File: config.mk
export PLATFORM = sky130hd
export DESIGN_NAME = sodg_core
export DESIGN_NICKNAME = d
export VERILOG_FILES = /design/src/rtl/sodg_pkg.sv /design/src/rtl/sodg_filter.sv /design/src/rtl/sodg_core.sv
export SDC_FILE = /design/constraint.sdc
export NUM_CORES = 1
export LEC_CHECK = 0
export BUFFER_PORTS_ARGS = -buffer_cell sky130_fd_sc_hd__clkbuf_2
export CORE_MARGIN = 2
export CORE_UTILIZATION = 59
export DETAILED_ROUTE_END_ITERATION = 12
export MAX_ROUTING_LAYER = met4
export PLACE_DENSITY_LB_ADDON = 0.08
export SLEW_MARGIN = 20
export SYNTH_ARGS = -nofsm -noshare
export SYNTH_HDL_FRONTEND = slang
export SYNTH_SLANG_ARGS = --single-unit
File: constraint.sdc
create_clock -name mclk -period 2.9 [get_ports mclk]
set_input_delay 0.29 -clock mclk [delete_from_list [all_inputs] [get_ports mclk]]
set_output_delay 0.29 -clock mclk [all_outputs]
set_load 0.01 [all_outputs]
File: src/rtl/sodg_pkg.sv
// constants for the solenoid off-state diagnostic block
package sodg_pkg;
  localparam int CLK_MHZ = 100;
  // filter and update delay times in ns, min and max
  localparam int EN_FILT_MIN_NS = 1000;
  localparam int EN_FILT_MAX_NS = 2000;
  localparam int IN_FILT_MIN_NS = 1000;
  localparam int IN_FILT_MAX_NS = 2000;
  localparam int TON_FILT_MIN_NS = 3000;
  localparam int TON_FILT_MAX_NS = 4000;
  localparam int AVG_DLY_MIN_NS = 1000;
  localparam int AVG_DLY_MAX_NS = 5500;
  // cycle counts: least times round up
  localparam int EN_FILT_CYC = (EN_FILT_MIN_NS * CLK_MHZ + 999) / 1000;
  localparam int IN_FILT_CYC = (IN_FILT_MIN_NS * CLK_MHZ + 999) / 1000;
  localparam int TON_FILT_CYC = (TON_FILT_MIN_NS * CLK_MHZ + 999) / 1000;
  localparam int AVG_DLY_CYC = (AVG_DLY_MIN_NS * CLK_MHZ + 999) / 1000;
  // blanking time per setting, in cycles
  localparam int BLANK_SEL_W = 2;
  localparam int BLANK_UNIT_NS = 10000;
  localparam int BLANK_UNIT_CYC = (BLANK_UNIT_NS * CLK_MHZ + 999) / 1000;
  localparam int CNT_W = 16;
  // flag positions in the fault vector
  localparam int FLAG_OPEN_LOAD = 0;
  localparam int FLAG_SHORT = 1;
  localparam int FLAG_DISCONNECT = 2;
  localparam int FLAG_W = 3;
  typedef enum logic [1:0] {
    SODG_ST_OFF = 2'b00,
    SODG_ST_ON = 2'b01,
    SODG_ST_BLANK = 2'b10,
    SODG_ST_DIAG = 2'b11
  } sodg_state_t;
endpackage

File: src/rtl/sodg_filter.sv
// deglitch filter: level accepted after stable for a count of cycles
`timescale 1ns/1ps
module sodg_filter #(
  parameter int CYCLES = 100
) (
  input wire logic mclk,
  input wire logic rst,
  input wire logic din,
  output logic dout
);
  localparam int W = $clog2(CYCLES + 1);
  logic [W-1:0] cnt_r;
  wire differ = din != dout;
  wire done = cnt_r == W'(CYCLES - 1);
  always_ff @(posedge mclk or posedge rst) begin
    if (rst) begin
      cnt_r <= '0;
      dout <= 1'b0;
    end else if (!differ) begin
      cnt_r <= '0;
    end else if (done) begin
      cnt_r <= '0;
      dout <= din;
    end else begin
      cnt_r <= cnt_r + W'(1);
    end
  end
endmodule

File: src/rtl/sodg_core.sv
// one solenoid channel: disconnect fault, off-state diag, input filters
`timescale 1ns/1ps
module sodg_core #(
  parameter int BLANK_UNIT = sodg_pkg::BLANK_UNIT_CYC,
  parameter int AVG_DLY = sodg_pkg::AVG_DLY_CYC
) (
  input wire logic mclk,
  input wire logic rst,
  input wire logic driver_global_enable_pin,
  input wire logic channel_command_input,
  input wire logic channel_enable,
  input wire logic high_side_select,
  input wire logic software_control_select,
  input wire logic diag_enable,
  input wire logic [sodg_pkg::BLANK_SEL_W-1:0] blank_sel,
  input wire logic clamp_active,
  input wire logic battery_overvoltage,
  input wire logic open_load_comparator,
  input wire logic low_voltage_comparator,
  input wire logic fault_read,
  output logic channel_on,
  output logic tristate,
  output logic diag_pull_enable,
  output logic [sodg_pkg::FLAG_W-1:0] fault_flags,
  output logic global_enable_filtered,
  output logic command_filtered,
  output logic avg_update,
  output logic drive_on
);
  sodg_pkg::sodg_state_t st_r, st_nxt;
  logic [sodg_pkg::CNT_W-1:0] blank_cnt_r;
  logic [sodg_pkg::CNT_W-1:0] avg_cnt_r;
  logic [sodg_pkg::CNT_W-1:0] ton_cnt_r;
  logic en_flt, cmd_flt, cmd_prev_r, avg_pend_r;

  function automatic logic [1:0] decode(input logic hs, input logic ol,
                                        input logic lv);
    logic [1:0] f;
    f = 2'b00;
    if (ol && !lv) begin
      f[sodg_pkg::FLAG_OPEN_LOAD] = 1'b1;
    end else if (!hs && ol && lv) begin
      f[sodg_pkg::FLAG_SHORT] = 1'b1;
    end else if (hs && !ol && !lv) begin
      f[sodg_pkg::FLAG_SHORT] = 1'b1;
    end
    return f;
  endfunction

  // filters
  sodg_filter #(.CYCLES(sodg_pkg::EN_FILT_CYC)) u_en_flt (
    .mclk(mclk),
    .rst(rst),
    .din(driver_global_enable_pin),
    .dout(en_flt)
  );
  sodg_filter #(.CYCLES(sodg_pkg::IN_FILT_CYC)) u_cmd_flt (
    .mclk(mclk),
    .rst(rst),
    .din(channel_command_input),
    .dout(cmd_flt)
  );

  // clamp event, masked during overvoltage
  wire clamp_fault = clamp_active && !battery_overvoltage &&
                     st_r == sodg_pkg::SODG_ST_ON;
  wire disc_set = fault_flags[sodg_pkg::FLAG_DISCONNECT];
  // enable ignores off-state flags, only the disconnect flag blocks
  wire en_req = channel_enable && en_flt && !disc_set &&
                !clamp_fault;
  wire [sodg_pkg::CNT_W-1:0] blank_len =
    sodg_pkg::CNT_W'(BLANK_UNIT * (32'(blank_sel) + 1));
  wire diag_live = st_r == sodg_pkg::SODG_ST_DIAG && diag_enable;
  wire [1:0] dec = decode(high_side_select, open_load_comparator,
                          low_voltage_comparator);
  wire [1:0] diag_set = diag_live ? dec : 2'b00;
  wire [sodg_pkg::FLAG_W-1:0] set_vec = {clamp_fault, diag_set};
  // set wins over read clear
  wire [sodg_pkg::FLAG_W-1:0] flags_nxt =
    (fault_read ? '0 : fault_flags) | set_vec;
  wire cmd_edge = cmd_flt != cmd_prev_r;
  wire sw_drive = software_control_select && cmd_flt &&
                  st_r == sodg_pkg::SODG_ST_ON;

  always_comb begin
    st_nxt = st_r;
    case (st_r)
      sodg_pkg::SODG_ST_OFF: begin
        if (en_req) begin
          st_nxt = sodg_pkg::SODG_ST_ON;
        end else begin
          st_nxt = sodg_pkg::SODG_ST_BLANK;
        end
      end
      sodg_pkg::SODG_ST_ON: begin
        if (clamp_fault || !channel_enable || !en_flt) begin
          st_nxt = sodg_pkg::SODG_ST_BLANK;
        end
      end
      sodg_pkg::SODG_ST_BLANK: begin
        if (en_req) begin
          st_nxt = sodg_pkg::SODG_ST_ON;
        end else if (blank_cnt_r >= blank_len - 1'b1) begin
          st_nxt = sodg_pkg::SODG_ST_DIAG;
        end
      end
      sodg_pkg::SODG_ST_DIAG: begin
        if (en_req) begin
          st_nxt = sodg_pkg::SODG_ST_ON;
        end
      end
      default: st_nxt = sodg_pkg::SODG_ST_OFF;
    endcase
  end

  always_ff @(posedge mclk or posedge rst) begin
    if (rst) begin
      st_r <= sodg_pkg::SODG_ST_OFF;
      blank_cnt_r <= '0;
      fault_flags <= '0;
    end else begin
      st_r <= st_nxt;
      fault_flags <= flags_nxt;
      if (st_r == sodg_pkg::SODG_ST_BLANK) begin
        blank_cnt_r <= blank_cnt_r + 1'b1;
      end else begin
        blank_cnt_r <= '0;
      end
    end
  end

  always_ff @(posedge mclk or posedge rst) begin
    if (rst) begin
      channel_on <= 1'b0;
      tristate <= 1'b1;
      diag_pull_enable <= 1'b0;
      global_enable_filtered <= 1'b0;
      command_filtered <= 1'b0;
    end else begin
      channel_on <= st_nxt == sodg_pkg::SODG_ST_ON;
      tristate <= st_nxt != sodg_pkg::SODG_ST_ON;
      diag_pull_enable <= diag_enable &&
                          st_nxt != sodg_pkg::SODG_ST_ON;
      global_enable_filtered <= en_flt;
      command_filtered <= cmd_flt;
    end
  end

  // average current update follows filtered command edge
  always_ff @(posedge mclk or posedge rst) begin
    if (rst) begin
      cmd_prev_r <= 1'b0;
      avg_pend_r <= 1'b0;
      avg_cnt_r <= '0;
      avg_update <= 1'b0;
    end else begin
      cmd_prev_r <= cmd_flt;
      avg_update <= 1'b0;
      if (software_control_select && cmd_edge) begin
        avg_pend_r <= 1'b1;
        avg_cnt_r <= '0;
      end else if (avg_pend_r) begin
        if (avg_cnt_r == sodg_pkg::CNT_W'(AVG_DLY - 1)) begin
          avg_pend_r <= 1'b0;
          avg_update <= 1'b1;
        end else begin
          avg_cnt_r <= avg_cnt_r + 1'b1;
        end
      end
    end
  end

  // turn-on filter on the load drive
  always_ff @(posedge mclk or posedge rst) begin
    if (rst) begin
      ton_cnt_r <= '0;
      drive_on <= 1'b0;
    end else if (!sw_drive) begin
      ton_cnt_r <= '0;
      drive_on <= 1'b0;
    end else if (ton_cnt_r ==
                 sodg_pkg::CNT_W'(sodg_pkg::TON_FILT_CYC - 1)) begin
      drive_on <= 1'b1;
    end else begin
      ton_cnt_r <= ton_cnt_r + 1'b1;
    end
  end
endmodule

==> impl_metrics.json <==
{
  "multiInputGateArea_sq_um": 2110,
  "violations": "negative hold slack",
  "synth_top_area_cell": "dfrtp_1",
  "cts_setup_buffers": 0,
  "period_needed_ns": 2.77,
  "finalWorstSetupSlack_ns": 0.134,
  "grt_usage_pct": 22.7,
  "vdd_drop_max_mv": 0.344,
  "holdWs_ns": -0.00268,
  "worstPathArrival_ns": 3.00,
  "io_buffers": 24,
  "drt-vias-per-instance": 5.72,
  "worst_pin_slew_ns": 0.809,
  "place.gp.congestion": 0.841,
  "cts_max_level": 3,
  "holdCritPathClass": "input pin to async pin",
  "syn_inst": 409,
  "grt_pass1_vias": 3003,
  "cts_root_buffer": "clkbuf_8",
  "syn_to_final_growth_pct": 13.9,
  "yosys.area.top_type_share_pct": 46.5,
  "grt_busiest_layer": "met2",
  "relSlewSlack_pct": 46.0,
  "cts_tree": "yes",
  "hold_buffers": 0,
  "clock_path_buffers": 2,
  "grt_max_degree": 78,
  "status": "complete, but fails checks",
  "ios": 25,
  "path_max_fanout": 8,
  "die_y_microns": 87.3,
  "setup_viol_count_final": 0,
  "cts_resized": 0,
  "drt_iter0_drc": 149,
  "die_w_microns": 87.3,
  "clock_latency_ns": 0.35,
  "antenna_found_initial": 0,
  "diodes": 0,
  "place_hpwl_mm": 5.30,
  "syn_area_sq_um": 4090,
  "firstDrtPassIters": 4,
  "fin_crit_sh_pct": 95.4,
  "ys.flop_type": "dfrtp_1",
  "start_kind": "input pin",
  "gr-usage-met3_pct": 4.64,
  "synth_common_cells": "76 x dfrtp_1, 46 x nor2_1, 29 x nand3_1, 23 x xnor2_1",
  "cp.required_ns": 3.13,
  "nFillCells": 536,
  "cts_buffers": 9,
  "clock_skew_ns": 0.0108,
  "ys_types": 51,
  "wl_per_cell_microns": 14.1,
  "fin_nets": 489,
  "final_max_slew_viol_count": 0,
  "layout-drive-gt1-share_pct": 16.0,
  "grt.overflow.total": 0,
  "dp_slack_ns": -0.228,
  "grt_use_met2_pct": 35.7,
  "syn_area_per_cell_sq_um": 10.0,
  "postRouteAntennaNets": 0,
  "syn-num-nets": 447,
  "synth_seq_area_share_pct": 47.1,
  "grt_pass1_wl_mm": 13.4,
  "use_met1_pct": 28.8,
  "ys_top_cells_by_area": "dfrtp_1 46%, ha_1 6.4%, xnor2_1 4.9%",
  "synth_warnings": 0,
  "clk_pin_slew_ns": 0.08,
  "ys_async_sr_fraction_pct": 100,
  "clock_sinks": 77,
  "critPathCaptureType": "flip-flop",
  "num_rows": 30,
  "coreArea_sq_um": 6760,
  "synth.most_common_cell": "dfrtp_1",
  "dr_total_vias": 3065,
  "maxCapViolCount": 0,
  "hold_viol": 5,
  "fmax_mhz": 362,
  "wl_mm": 7.53,
  "die_area_sq_um": 7620,
  "total_leakage_power_nw": 2.01,
  "synth_edf_count": 0,
  "drc": 0,
  "synth-seq-cells": 77,
  "critPathKind": "input pin to flip-flop",
  "power.density_nw_per_um2": 487,
  "fin_util_pct": 69.0,
  "seqCellArea_sq_um": 1930,
  "start_util_pct": 60.6
}
## worst max-delay path, cell delays in order
cell and delay (ns):
clkbuf_2 0.11, buf_4 0.18, ha_1 0.15, nor2b_2 0.20
ha_4 0.16, inv_2 0.04, fa_2 0.58, and3_4 0.18
nand3b_1 0.07, o21ai_1 0.09, ha_1 0.27, nand4_1 0.13
o211a_1 0.16, o221ai_1 0.11, a211o_1 0.27
## cell usage in the layout (no fill, tap or decap), types with 2 or more instances in the layout
cell,synthesis,routed
nor3b_1,2,2
or3_1,9,8
o21a_1,2,2
clkbuf_2,0,24
xor2_1,21,21
a31o_2,2,2
nand4bb_1,2,2
ha_1,21,19
o21ai_1,4,5
mux2i_1,2,2
ha_4,0,2
o22ai_1,2,2
and3_1,11,10
xnor2_1,23,22
nand3b_1,3,3
o21ai_0,8,7
nand2_1,22,22
nand4b_1,2,2
a21oi_1,22,21
dfrtp_1,76,76
mux2_2,2,2
nor4b_1,4,4
buf_4,0,13
nor4_1,8,8
nand2b_1,2,2
nor2_1,46,46
clkinvlp_4,0,3
nor3_1,4,4
inv_2,0,2
o31ai_1,5,5
and2_1,5,5
or4_1,8,8
inv_1,22,19
nand3_1,29,29
clkbuf_8,0,10
nand4_1,9,9
and4_1,4,4
## per-stage QoR
| step | area (sq um) | cells | TNS (ns) | power (mW) | hold slack (ns) |
|---|---|---|---|---|---|
| after global routing | 4660 | 536 | -0.00193 | 2.39 | 0.0245 |
| after CTS | 4630 | 536 | 0 | 2.29 | 0.0124 |
| after floorplan | 4130 | 409 | -0.0242 | 1.37 | 0.382 |
| after global placement | 4430 | 520 | -0.126 | 1.46 | 0.396 |
| final | 4660 | 536 | 0 | 2.27 | -0.00268 |
| after detailed placement | 4430 | 520 | -0.228 | 1.47 | 0.402 |
## where the power goes
group          internal [mW]  total, mW  switching, mW
clock                  0.423      0.818          0.395
sequential              1.12       1.18         0.0520
combinational          0.123      0.276          0.153
total                   1.67       2.27          0.600
## final cells by class
cell class,instances,share of cell area [%]
Timing Repair Buffer,38,5.10
Tap cell,80,2.15
Sequential cell,77,41.3
Clock buffer,11,3.03
Multi-Input combinational cell,303,45.3
Inverter,22,1.85
Clock inverter,5,1.26
## routing by layer
metal | wire length (microns) | share of wire (%)
met5 | 0 | 0
met4 | 105 | 1.4
met3 | 171 | 2.3
met2 | 3720 | 49
met1 | 3540 | 47
## flip-flops by register name, summed over array words and instances, names as in the netlist
name and cells:
u_cmd_flt.cnt_r 7, ton_cnt_r 16, u_en_flt.cnt_r 7, u_en_flt.dout 1
tristate 1, global_enable_filtered 1, avg_cnt_r 16, cmd_prev_r 1
channel_on 1, drive_on 1, avg_update 1, st_r 2
blank_cnt_r 16, avg_pend_r 1, diag_pull_enable 1, u_cmd_flt.dout 1
fault_flags 3
## cell families (layout without fill, tap and decap cells)
family	count (synthesis)	in the layout	synth area share, %
AO/OA/AOI/OAI	53	53	8.28
XOR/XNOR	44	44	9.41
adder cells (fa/ha/maj)	23	23	7.40
buffers and inverters	29	76	2.84
flip-flops	77	77	47.1
multiplexers	4	4	1.04
AND/OR/NAND/NOR	179	179	23.9
## worst paths after layout
path	startpoint	to	slack, ns	cells past startpoint
min	rst	ton_cnt_r[7]	-0.003	3
min in group mclk	fault_read	fault_flags[2]	0.16	2
max in group asynchronous	rst	tristate	2.58	3
max	blank_sel[0]	st_r[0]	0.13	15
min reg2reg	u_cmd_flt.cnt_r[0]	u_cmd_flt.cnt_r[0]	0.45	1
max reg2reg	avg_cnt_r[0]	avg_cnt_r[12]	0.60	6
(Power assumes the default switching activity.)
